File: src/uart_ext_pkg.sv
// Constants, register layout and state carrier of the extended serial control block.
// Assumes an APB master; the byte address carries the bank and the register index.
package uart_ext_pkg;

  // Bank number in address bits 6:5, register index in bits 4:2.
  localparam logic [1:0] BANK0 = 2'h0;
  localparam logic [1:0] BANK1 = 2'h1;
  localparam logic [1:0] BANK2 = 2'h2;
  localparam logic [1:0] BANK3 = 2'h3;
  localparam int BANK_LSB = 5;
  localparam int IDX_LSB = 2;

  // Register indices inside a bank.
  localparam logic [2:0] IDX_DIV_LOW = 3'h0;
  localparam logic [2:0] IDX_DIV_HIGH = 3'h1;
  localparam logic [2:0] IDX_REV = 3'h0;
  localparam logic [2:0] IDX_LCR_SHADOW = 3'h1;
  localparam logic [2:0] IDX_FCR = 3'h2;
  localparam logic [2:0] IDX_EXT_ONE = 3'h2;
  localparam logic [2:0] IDX_FCR_SHADOW = 3'h2;
  localparam logic [2:0] IDX_LCR = 3'h3;
  localparam logic [2:0] IDX_MCR = 3'h4;
  localparam logic [2:0] IDX_EXT_TWO = 3'h4;
  localparam logic [2:0] IDX_RSVD = 3'h5;
  localparam logic [2:0] IDX_TX_LEVEL = 3'h6;
  localparam logic [2:0] IDX_RX_LEVEL = 3'h7;

  // Field positions.
  localparam int EXT_BIT = 0;
  localparam int LOOP_BIT = 4;
  localparam int ETD_BIT = 5;
  localparam int BAUD_GEN_TEST_BIT = 7;
  localparam int PRESEL_LSB = 4;
  localparam int LOCK_BIT = 7;

  // Prescaler codes and the fractional step: 1.625 is 13/8.
  localparam logic [1:0] PRE_13 = 2'h0;
  localparam logic [1:0] PRE_1625 = 2'h1;
  localparam logic [1:0] PRE_1 = 2'h3;
  localparam logic [4:0] PRE_DEN = 5'h0D;
  localparam logic [4:0] PRE_STEP_FRAC = 5'h08;
  localparam logic [4:0] PRE_STEP_INT = 5'h01;
  localparam logic [4:0] LEVEL_MAX = 5'h1F;

  typedef struct packed {
    logic ext;
    logic loop;
    logic etd;
    logic baud_gen_test;
    logic lock;
    logic [1:0] presel;
    logic [7:0] modem_control_reg;
    logic [7:0] line_control_reg;
    logic [7:0] fifo_control_reg;
    logic [7:0] scr_low;
    logic [7:0] scr_high;
    logic [15:0] div;
    logic [15:0] bcnt;
    logic [4:0] pacc;
    logic bout;
    logic btick;
    logic [4:0] tx_lvl;
    logic [4:0] rx_lvl;
    logic pready;
    logic pslverr;
    logic [31:0] prdata;
    logic sout;
    logic irtx;
    logic dtr_n;
    logic rts_n;
    logic rxd;
    logic irrx;
    logic [3:0] ms;
  } state_s;

  // Idle line and inactive modem pins after reset; everything else zero.
  localparam state_s STATE_RST = '{sout: 1'b1, dtr_n: 1'b1, rts_n: 1'b1, default: '0};

endpackage : uart_ext_pkg

File: src/uart_ext_ctrl.sv
// Extended control, loopback wiring, prescaler, divisor lock, levels and shadows of a serial port.
// Assumes an APB master on CORE_CLK and a transmitter/receiver core beside it.
//
// The APB interface to the registers was left to the implementer.
`timescale 1ns/1ps

// Overview of operation
// (RULE1) Reset clears both extended control registers.
// (RULE2) Extended control one bit 0 selects extended mode.
// (RULE3) Extended control one bit 4 is loopback, shared with modem control bit 4.
// (RULE4) Extended loopback: DTR drives DSR and RI, RTS drives CTS and DCD.
// (RULE5) Loopback keeps all interrupts; modem status comes from modem control.
// (RULE6) Loopback ignores receive pins and feeds receivers from transmitters.
// (RULE7) Loopback holds wired output high, infrared low, unless tx during loopback.
// (RULE8) Loopback disconnects modem status pins, using modem control low bits.
// (RULE9) Extended control one bit 5 keeps transmitter output alive in loopback.
// (RULE10) Extended control one bit 7 routes baud generator to DTR pin.
// (RULE11) Reserved bits of both extended control registers read zero.
// (RULE12) Extended control two bits 5:4 pick prescaler 13, 1.625 or 1.
// (RULE13) Lock bit blocks legacy divisor access and fallback outside extended mode.
// (RULE14) Under lock, legacy divisor locations reach two scratch bytes.
// (RULE15) Software keeps lock zero while extended mode is selected.
// (RULE16) Bank 2 offset 5 resets to zero and reads zero.
// (RULE17) Level registers give FIFO byte counts in bits 4:0, rest zero.
// (RULE18) Level values are live and may change during a read.
// (RULE19) Software reads a level thrice and picks by agreement.
// (RULE20) Revision register holds module type high, revision level low.
// (RULE21) Line control shadow follows writes at offset 3 of any bank.
// (RULE22) FIFO control shadow returns last bank 0 FIFO control write.
// (RULE23) Offset 3 of banks 2 and 3 is the bank 0 line control.
// (RULE24) Legacy divisor access falls back to non-extended mode unless locked.
// (RULE25) Bank 2 divisor ports set the divisor without mode change.
// (RULE26) Level counters count pushes and pops, saturating in five bits.
module uart_ext_ctrl #(
  parameter logic [3:0] MODULE_TYPE = 4'h5, // Arbitrary value.
  parameter logic [3:0] REVISION_LEVEL = 4'h1 // Arbitrary value.
) (
  input wire logic CORE_CLK,
  input wire logic RST,
  input wire logic PSEL,
  input wire logic PENABLE,
  input wire logic PWRITE,
  input wire logic [6:0] PADDR,
  input wire logic [31:0] PWDATA,
  input wire logic [3:0] PSTRB,
  output logic [31:0] PRDATA,
  output logic PREADY,
  output logic PSLVERR,
  input wire logic SIN,
  input wire logic IRRX,
  input wire logic DSR_N,
  input wire logic CTS_N,
  input wire logic RI_N,
  input wire logic DCD_N,
  input wire logic CORE_TXD,
  input wire logic CORE_IRTX,
  input wire logic TX_PUSH,
  input wire logic TX_POP,
  input wire logic RX_PUSH,
  input wire logic RX_POP,
  output logic SOUT,
  output logic IRTX,
  output logic DTR_N,
  output logic RTS_N,
  output logic CORE_RXD,
  output logic CORE_IRRX,
  output logic [3:0] MODEM_STATUS,
  output logic EXT_MODE,
  output logic [7:0] LINE_CTRL,
  output logic [15:0] BAUD_DIVISOR,
  output logic BAUD_TICK
);

  uart_ext_pkg::state_s s_reg;
  uart_ext_pkg::state_s s_next;

  logic [1:0] bank;
  logic [2:0] idx;
  logic access_first;
  logic access_done;
  logic legacy_port;
  logic fallback_ok;
  logic do_write;
  logic [7:0] wbyte;
  logic [7:0] rd;
  logic rd_err;
  logic [7:0] ext_one_rd;
  logic [7:0] ext_two_rd;
  logic [7:0] mcr_rd;
  logic [4:0] pre_step;
  logic [4:0] pre_sum;
  logic pre_tick;

  // Bank and register index come straight from the byte address.
  assign bank = PADDR[uart_ext_pkg::BANK_LSB +: 2];
  assign idx = PADDR[uart_ext_pkg::IDX_LSB +: 3];
  assign access_first = PSEL && PENABLE && !s_reg.pready;
  assign access_done = PSEL && PENABLE && s_reg.pready;
  assign wbyte = PWDATA[7:0];
  assign legacy_port = (bank == uart_ext_pkg::BANK1)
    && (idx == uart_ext_pkg::IDX_DIV_LOW || idx == uart_ext_pkg::IDX_DIV_HIGH);
  // Outside extended mode the lock blocks fallback and the divisor path.
  assign fallback_ok = !(s_reg.lock && !s_reg.ext); // RULE13
  assign do_write = access_done && PWRITE && !s_reg.pslverr && PSTRB[0];

  // Read views; reserved positions are tied to zero.
  always_comb
  begin
    ext_one_rd = 8'h00; // RULE11
    ext_one_rd[uart_ext_pkg::EXT_BIT] = s_reg.ext;
    ext_one_rd[uart_ext_pkg::LOOP_BIT] = s_reg.loop;
    ext_one_rd[uart_ext_pkg::ETD_BIT] = s_reg.etd;
    ext_one_rd[uart_ext_pkg::BAUD_GEN_TEST_BIT] = s_reg.baud_gen_test;
    ext_two_rd = 8'h00; // RULE11
    ext_two_rd[uart_ext_pkg::PRESEL_LSB +: 2] = s_reg.presel;
    ext_two_rd[uart_ext_pkg::LOCK_BIT] = s_reg.lock;
    mcr_rd = s_reg.modem_control_reg;
    mcr_rd[uart_ext_pkg::LOOP_BIT] = s_reg.loop; // RULE3
  end

  // Read data multiplexer; an unmapped or misaligned address answers with an error.
  always_comb
  begin
    rd = 8'h00;
    rd_err = 1'b0;
    unique case (bank)
      uart_ext_pkg::BANK0:
      begin
        if (idx == uart_ext_pkg::IDX_LCR)
          rd = s_reg.line_control_reg;
        else if (idx == uart_ext_pkg::IDX_MCR)
          rd = mcr_rd;
        else if (idx != uart_ext_pkg::IDX_FCR)
          rd_err = 1'b1;
      end
      uart_ext_pkg::BANK1:
      begin
        if (idx == uart_ext_pkg::IDX_DIV_LOW)
          rd = fallback_ok ? s_reg.div[7:0] : s_reg.scr_low; // RULE14
        else if (idx == uart_ext_pkg::IDX_DIV_HIGH)
          rd = fallback_ok ? s_reg.div[15:8] : s_reg.scr_high; // RULE14
        else if (idx == uart_ext_pkg::IDX_LCR)
          rd = s_reg.line_control_reg;
        else
          rd_err = 1'b1;
      end
      uart_ext_pkg::BANK2:
      begin
        unique case (idx)
          uart_ext_pkg::IDX_DIV_LOW: rd = s_reg.div[7:0];
          uart_ext_pkg::IDX_DIV_HIGH: rd = s_reg.div[15:8];
          uart_ext_pkg::IDX_EXT_ONE: rd = ext_one_rd;
          uart_ext_pkg::IDX_LCR: rd = s_reg.line_control_reg; // RULE23
          uart_ext_pkg::IDX_EXT_TWO: rd = ext_two_rd;
          uart_ext_pkg::IDX_RSVD: rd = 8'h00; // RULE16
          uart_ext_pkg::IDX_TX_LEVEL: rd = {3'h0, s_reg.tx_lvl}; // RULE17
          uart_ext_pkg::IDX_RX_LEVEL: rd = {3'h0, s_reg.rx_lvl}; // RULE17
        endcase
      end
      uart_ext_pkg::BANK3:
      begin
        if (idx == uart_ext_pkg::IDX_REV)
          rd = {MODULE_TYPE, REVISION_LEVEL}; // RULE20
        else if (idx == uart_ext_pkg::IDX_LCR_SHADOW)
          rd = s_reg.line_control_reg; // RULE21
        else if (idx == uart_ext_pkg::IDX_FCR_SHADOW)
          rd = s_reg.fifo_control_reg; // RULE22
        else if (idx == uart_ext_pkg::IDX_LCR)
          rd = s_reg.line_control_reg; // RULE23
        else
          rd_err = 1'b1;
      end
    endcase
    if (PADDR[1:0] != 2'h0)
      rd_err = 1'b1;
  end

  // Prescaler: a fractional accumulator gives the 13/8 step without a second clock.
  always_comb
  begin
    pre_step = (s_reg.presel == uart_ext_pkg::PRE_1625)
      ? uart_ext_pkg::PRE_STEP_FRAC : uart_ext_pkg::PRE_STEP_INT; // RULE12
    pre_sum = s_reg.pacc + pre_step;
    pre_tick = (s_reg.presel == uart_ext_pkg::PRE_1) || (pre_sum >= uart_ext_pkg::PRE_DEN);
  end

  // Next-state logic for the whole block.
  always_comb
  begin
    s_next = s_reg;
    s_next.btick = 1'b0;
    // One wait state: the first access cycle prepares the answer.
    s_next.pready = access_first;
    if (access_first)
    begin
      s_next.prdata = rd_err ? 32'h00000000 : {24'h000000, rd};
      s_next.pslverr = rd_err;
    end
    else if (access_done)
    begin
      s_next.pslverr = 1'b0;
    end

    // Baud generator; the reserved prescaler code behaves as 13.
    if (s_reg.presel != uart_ext_pkg::PRE_1)
      s_next.pacc = (pre_sum >= uart_ext_pkg::PRE_DEN) ? pre_sum - uart_ext_pkg::PRE_DEN : pre_sum;
    if (pre_tick && s_reg.div != 16'h0000)
    begin
      if (s_reg.bcnt <= 16'h0001)
      begin
        s_next.bcnt = s_reg.div;
        s_next.btick = 1'b1;
        s_next.bout = !s_reg.bout;
      end
      else
      begin
        s_next.bcnt = s_reg.bcnt - 16'h0001;
      end
    end

    // Level counters follow the core's push and pop strobes.
    unique case ({TX_PUSH, TX_POP})
      2'b10: if (s_reg.tx_lvl != uart_ext_pkg::LEVEL_MAX) s_next.tx_lvl = s_reg.tx_lvl + 5'h01; // RULE26
      2'b01: if (s_reg.tx_lvl != 5'h00) s_next.tx_lvl = s_reg.tx_lvl - 5'h01; // RULE26
      default: s_next.tx_lvl = s_reg.tx_lvl;
    endcase
    unique case ({RX_PUSH, RX_POP})
      2'b10: if (s_reg.rx_lvl != uart_ext_pkg::LEVEL_MAX) s_next.rx_lvl = s_reg.rx_lvl + 5'h01; // RULE26
      2'b01: if (s_reg.rx_lvl != 5'h00) s_next.rx_lvl = s_reg.rx_lvl - 5'h01; // RULE26
      default: s_next.rx_lvl = s_reg.rx_lvl;
    endcase

    // Any completed legacy access, read or write, falls back unless locked outside extended mode.
    if (access_done && legacy_port && fallback_ok)
    begin
      if (s_reg.ext)
      begin
        s_next.modem_control_reg[7:2] = 6'h00; // RULE24
        s_next.loop = 1'b0; // RULE24
        s_next.ext = 1'b0; // RULE24
      end
      s_next.etd = 1'b0; // RULE24
      s_next.baud_gen_test = 1'b0; // RULE24
      s_next.presel = uart_ext_pkg::PRE_13; // RULE24
    end

    // Register writes take effect at the completing edge only.
    if (do_write)
    begin
      if (idx == uart_ext_pkg::IDX_LCR)
        s_next.line_control_reg = wbyte; // RULE21
      unique case (bank)
        uart_ext_pkg::BANK0:
        begin
          if (idx == uart_ext_pkg::IDX_FCR)
            s_next.fifo_control_reg = wbyte; // RULE22
          if (idx == uart_ext_pkg::IDX_MCR)
          begin
            s_next.modem_control_reg = wbyte;
            // In extended mode bit 4 of modem control is not the loopback storage.
            if (!s_reg.ext)
              s_next.loop = wbyte[uart_ext_pkg::LOOP_BIT]; // RULE3
          end
        end
        uart_ext_pkg::BANK1:
        begin
          if (legacy_port && !fallback_ok)
          begin
            if (idx == uart_ext_pkg::IDX_DIV_LOW)
              s_next.scr_low = wbyte; // RULE14
            else
              s_next.scr_high = wbyte; // RULE14
          end
          else if (legacy_port)
          begin
            if (idx == uart_ext_pkg::IDX_DIV_LOW)
              s_next.div[7:0] = wbyte;
            else
              s_next.div[15:8] = wbyte;
            s_next.bcnt = (idx == uart_ext_pkg::IDX_DIV_LOW)
              ? {s_reg.div[15:8], wbyte} : {wbyte, s_reg.div[7:0]};
            s_next.pacc = 5'h00;
          end
        end
        uart_ext_pkg::BANK2:
        begin
          // The alternate divisor ports never touch the mode.
          if (idx == uart_ext_pkg::IDX_DIV_LOW)
          begin
            s_next.div[7:0] = wbyte; // RULE25
            s_next.bcnt = {s_reg.div[15:8], wbyte}; // RULE25
            s_next.pacc = 5'h00;
          end
          if (idx == uart_ext_pkg::IDX_DIV_HIGH)
          begin
            s_next.div[15:8] = wbyte; // RULE25
            s_next.bcnt = {wbyte, s_reg.div[7:0]}; // RULE25
            s_next.pacc = 5'h00;
          end
          if (idx == uart_ext_pkg::IDX_EXT_ONE)
          begin
            s_next.ext = wbyte[uart_ext_pkg::EXT_BIT]; // RULE2
            s_next.loop = wbyte[uart_ext_pkg::LOOP_BIT]; // RULE3
            s_next.etd = wbyte[uart_ext_pkg::ETD_BIT]; // RULE9
            s_next.baud_gen_test = wbyte[uart_ext_pkg::BAUD_GEN_TEST_BIT]; // RULE10
          end
          if (idx == uart_ext_pkg::IDX_EXT_TWO)
          begin
            s_next.presel = wbyte[uart_ext_pkg::PRESEL_LSB +: 2]; // RULE12
            s_next.lock = wbyte[uart_ext_pkg::LOCK_BIT]; // RULE13
          end
        end
        uart_ext_pkg::BANK3:
        begin
          s_next.line_control_reg = s_next.line_control_reg; // Only the shared offset 3 is writable here.
        end
      endcase
    end

    // Serial paths: in loopback the receivers hear their own transmitters.
    if (s_reg.loop)
    begin
      s_next.rxd = CORE_TXD; // RULE6
      s_next.irrx = CORE_IRTX; // RULE6
      s_next.sout = s_reg.etd ? CORE_TXD : 1'b1; // RULE7 RULE9
      s_next.irtx = s_reg.etd ? CORE_IRTX : 1'b0; // RULE7 RULE9
    end
    else
    begin
      s_next.rxd = SIN;
      s_next.irrx = IRRX;
      s_next.sout = CORE_TXD;
      s_next.irtx = CORE_IRTX;
    end

    // Modem status order is {DCD, RI, CTS, DSR}, active high toward the core.
    if (s_reg.loop && s_reg.ext)
      s_next.ms = {s_reg.modem_control_reg[1], s_reg.modem_control_reg[0], s_reg.modem_control_reg[1], s_reg.modem_control_reg[0]}; // RULE4 RULE5
    else if (s_reg.loop)
      s_next.ms = {s_reg.modem_control_reg[3], s_reg.modem_control_reg[2], s_reg.modem_control_reg[1], s_reg.modem_control_reg[0]}; // RULE8 RULE5
    else
      s_next.ms = {!DCD_N, !RI_N, !CTS_N, !DSR_N};

    // Test mode puts the baud square wave on the DTR pin.
    s_next.dtr_n = s_reg.baud_gen_test ? s_reg.bout : !s_reg.modem_control_reg[0]; // RULE10
    s_next.rts_n = !s_reg.modem_control_reg[1];
  end

  // State register; reset clears every control field.
  always_ff @(posedge CORE_CLK)
  begin
    if (RST)
      s_reg <= uart_ext_pkg::STATE_RST; // RULE1 RULE16
    else
      s_reg <= s_next;
  end

  // Ports read the state flip-flops directly; levels are never frozen for a read.
  assign PRDATA = s_reg.prdata; // RULE18
  assign PREADY = s_reg.pready;
  assign PSLVERR = s_reg.pslverr;
  assign SOUT = s_reg.sout;
  assign IRTX = s_reg.irtx;
  assign DTR_N = s_reg.dtr_n;
  assign RTS_N = s_reg.rts_n;
  assign CORE_RXD = s_reg.rxd;
  assign CORE_IRRX = s_reg.irrx;
  assign MODEM_STATUS = s_reg.ms;
  assign EXT_MODE = s_reg.ext;
  assign LINE_CTRL = s_reg.line_control_reg;
  assign BAUD_DIVISOR = s_reg.div;
  assign BAUD_TICK = s_reg.btick;

endmodule : uart_ext_ctrl

File: config.mk
export PLATFORM = sky130hd
export DESIGN_NAME = uart_ext_ctrl
export DESIGN_NICKNAME = d
export VERILOG_FILES = /design/src/uart_ext_pkg.sv /design/src/uart_ext_ctrl.sv
export SDC_FILE = /design/constraint.sdc
export NUM_CORES = 1
export LEC_CHECK = 0
export BUFFER_PORTS_ARGS = -buffer_cell sky130_fd_sc_hd__buf_2
export CAP_MARGIN = 5
export CORE_ASPECT_RATIO = 1.1
export CORE_UTILIZATION = 50
export CTS_CLUSTER_DIAMETER = 100
export DETAILED_ROUTE_END_ITERATION = 8
export PLACE_DENSITY = 0.72
export SYNTH_ARGS = -nofsm -noshare
export SYNTH_HDL_FRONTEND = slang
export SYNTH_SLANG_ARGS = --single-unit
File: constraint.sdc
create_clock -name CORE_CLK -period 4.3 [get_ports CORE_CLK]
set_clock_uncertainty 0.15 [all_clocks]
set_input_delay 0.43 -clock CORE_CLK [delete_from_list [all_inputs] [get_ports CORE_CLK]]
set_output_delay 0.43 -clock CORE_CLK [all_outputs]
set_load 0.02 [all_outputs]
==> summary.txt <==
Outcome
  – Outcome: completed

Detailed routing
  – Total length of routed wires: 24.3 mm
  – Post-route ant nets: 0
  – Post-DR wirelength/cell: 19.2 µm
  – Drt first pass iters: 5
  – Drt initial violations: 861
  – Drt drc: 0
  – DR vias/cell: 6.25
  – Routed vias: 7,883

STA
  – Max-slew violation count: 0
  – RSZ-0062 raised after global routing: false
  – Fin crit period: 3.45 ns
  – Final Cycle Share: between 80% and 90%
  – Fmax: 290 MHz
  – Setup violators final: 0
  – Final Hold Fails: 0
  – TNS Setup: 0 ns
  – WHS: 0.0598 ns
  – Slew headroom: about a third
  – Slew @ Worst Pin: 1.02 ns

Clock network
  – CTS tree: done
  – Max clock buf depth: 2
  – # clock sinks: 115
  – CTS buffer count: 17
  – Setup bufs post-CTS: 0
  – Clock root buffer: clkbuf_16
  – H-tree levels: 4
  – PostCTS Resize Cnt: 0
  – Post-CTS Hold Fix Bufs: 0
  – Register clock-pin slew on the reported worst setup and hold paths: approximately 0.060 ns
  – Worst skew pair latency: 0.43 ns

Synthesis
  – Async S/R FF share, synth: 0%
  – Mapped Area: 7930 µm²
  – Syn Inst Count: 1,051
  – Post-synth cell types: between 70 and 80
  – Number of flops mapped to enable cells by yosys: 0
  – Synth Warn #: 0
  – Register area share after synthesis: 29.0%
  – Number of synthesized register bits: 115
  – Avg Cell Area, Syn: approximately 7.5 µm²
  – Top_reg_cell synth: dfxtp_1

Die
  – Die boundary height: ~130 µm
  – Die ar.: 16,400 µm²
  – Die width: about 120 µm
  – Row cnt: 47
  – Initial Util: 51.9%
  – Floorplan core area: 15,300 µm²
  – Io pins: 130

Global route
  – First-pass GRT wire length: 37.8 mm
  – Initial antenna violation count: 0
  – Largest net degree at the start of global routing: 60
  – Global route total overflow: 0
  – Vias in the first global route: between 7k and 8k
  – Tot GR Track Use: 29.9%

Hold path
  – Min-delay worst type: input port to register

Setup path
  – Crit end category: register
  – CP Launch Type: register
  – Slowest CP cell: and2_1
  – Worst path top cell family by delay: simple AND/OR/NAND/NOR gates
  – Worst Path Required: 4.46 ns
  – WP buf/inv: 1
  – CP Cell Sequence: nand2b_1 > ha_1 > ha_1 > inv_1 > ha_1 > or3_1 > nand2_1 > o211ai_2 > and2_1 > a311oi_1 > a2111oi_0
  – CP peak stage delay: 0.68 ns
  – Kind of critical path: register to register
  – Most frequent CP cell: ha_1
  – Flop-to-flop setup slack: approximately 0.85 ns
  – Arrival @ worst endpoint: about 3.6 ns
  – Worst-path fanout max: 18

Final layout
  – Diodes inserted: 0
  – Area Overhead vs Synth: 7.97%
  – Layout cells sized above 1: between 10% and 20%
  – Max reg flops: 56
  – Fin nets: roughly 1.1k

Power
  – Pwr per Cell Area: 329 nW/µm²
  – Leak: between 3 and 4 nW
  – Max VDD drop: 0.000295 V
  – Overall Power: 2.82 mW

Job
  – Max Cap Violations: 0

Placed design
  – Port Buf Inserts: 78
  – Routability cong.: 0.957
  – DP HPWL: 16.5 mm
Yosys cell counts (9+ instances only):
cell        n  area [µm²]
nand2_1   145         544
a21oi_1   116         581
dfxtp_1   115        2300
nor2_1     86         323
buf_4      60         450
clkbuf_1   56         210
o21ai_0    45         225
mux2i_1    42         420
nand3_1    37         185
inv_1      32         120
a22oi_1    22         165
ha_1       21         263
mux2_2     20         225
nor3_1     17        85.1
nor2b_1    13        81.3
a31oi_1    12        75.1
and3_1     12        75.1
nand4_1    11        68.8
a21o_1     10        75.1
buf_2       9        45.0
nand2b_1    9        56.3
report_power, final:
group | internal, mW | leakage (nW) | switching (mW)
logic | 0.127 | 2.17 | 0.236
clock network | 0.810 | 0.264 | 0.526
registers | 1.09 | 0.931 | 0.0285
routing by layer:
layer	up-vias	global-route usage (%)	part of all wire (%)
li1	3682	-	-
met1	3662	37.8	40
met2	439	48.3	47
met3	100	5.19	8.2
met4	0	15.7	4.7
met5	-	0	0
metrics by stage:
stage	setup slack, ns	std cells	instance area, µm²	util [%]
floorplan	1.28	1074	8020	-
global placement	0.918	1229	8000	52.3
detailed placement	0.889	1229	8000	52.3
CTS	0.867	1261	8560	56.0
global route	0.561	1261	8560	56.0
finish	0.851	1261	8560	56.0
area by class of cell:
type / count / area [µm²]
clock inverters: 11 / 106
clock buffers: 21 / 450
multi-input cells: 793 / 4840
inverters: 34 / 128
fillers: 1461 / 6730
flip-flops and latches: 115 / 2300
well taps: 196 / 245
repair buffers: 91 / 490
final timing paths:
path                             from                endpoint  cells past startpoint
min                          CORE_TXD         SOUT$_SDFF_PP1_                      2
max reg2reg  ext_two_rd[5]$_SDFF_PP0_    s_reg[70]$_SDFF_PP0_                     11
max          ext_two_rd[5]$_SDFF_PP0_    s_reg[70]$_SDFF_PP0_                     11
min reg2reg    PRDATA[7]$_SDFFE_PP0P_  PRDATA[7]$_SDFFE_PP0P_                      2
layout by cell type (no fill, tap or decap), types with 7 or more instances in the layout:
master       n
a211oi_1     7
a21o_1      10
a21oi_1    116
a22oi_1     22
a31oi_1     12
and3_1      12
buf_2       77
buf_4       14
clkbuf_16   17
conb_1      24
dfxtp_1    115
ha_1        21
inv_1       32
mux2_2      20
mux2i_1     42
nand2_1    145
nand2b_1     9
nand3_1     37
nand4_1     11
nor2_1      86
nor2b_1     13
nor3_1      17
nor4_1       8
o21ai_0     45
o2bb2ai_1    7
or3_1        8
xnor2_1      8
logic make-up (layout without fill, tap and decap cells):
logic type	count (synthesis)	count (layout)	share of synthesized area, %
other cells	1	24	0.0473
compound gates	300	300	24.4
flops	115	115	29.0
simple gates	371	371	21.7
mux	64	64	8.71
xor+xnor	11	11	1.22
fa+ha+maj	23	23	3.82
buf+inv	166	157	11.0
No activity file was read; power rests on OpenSTA's default activity.
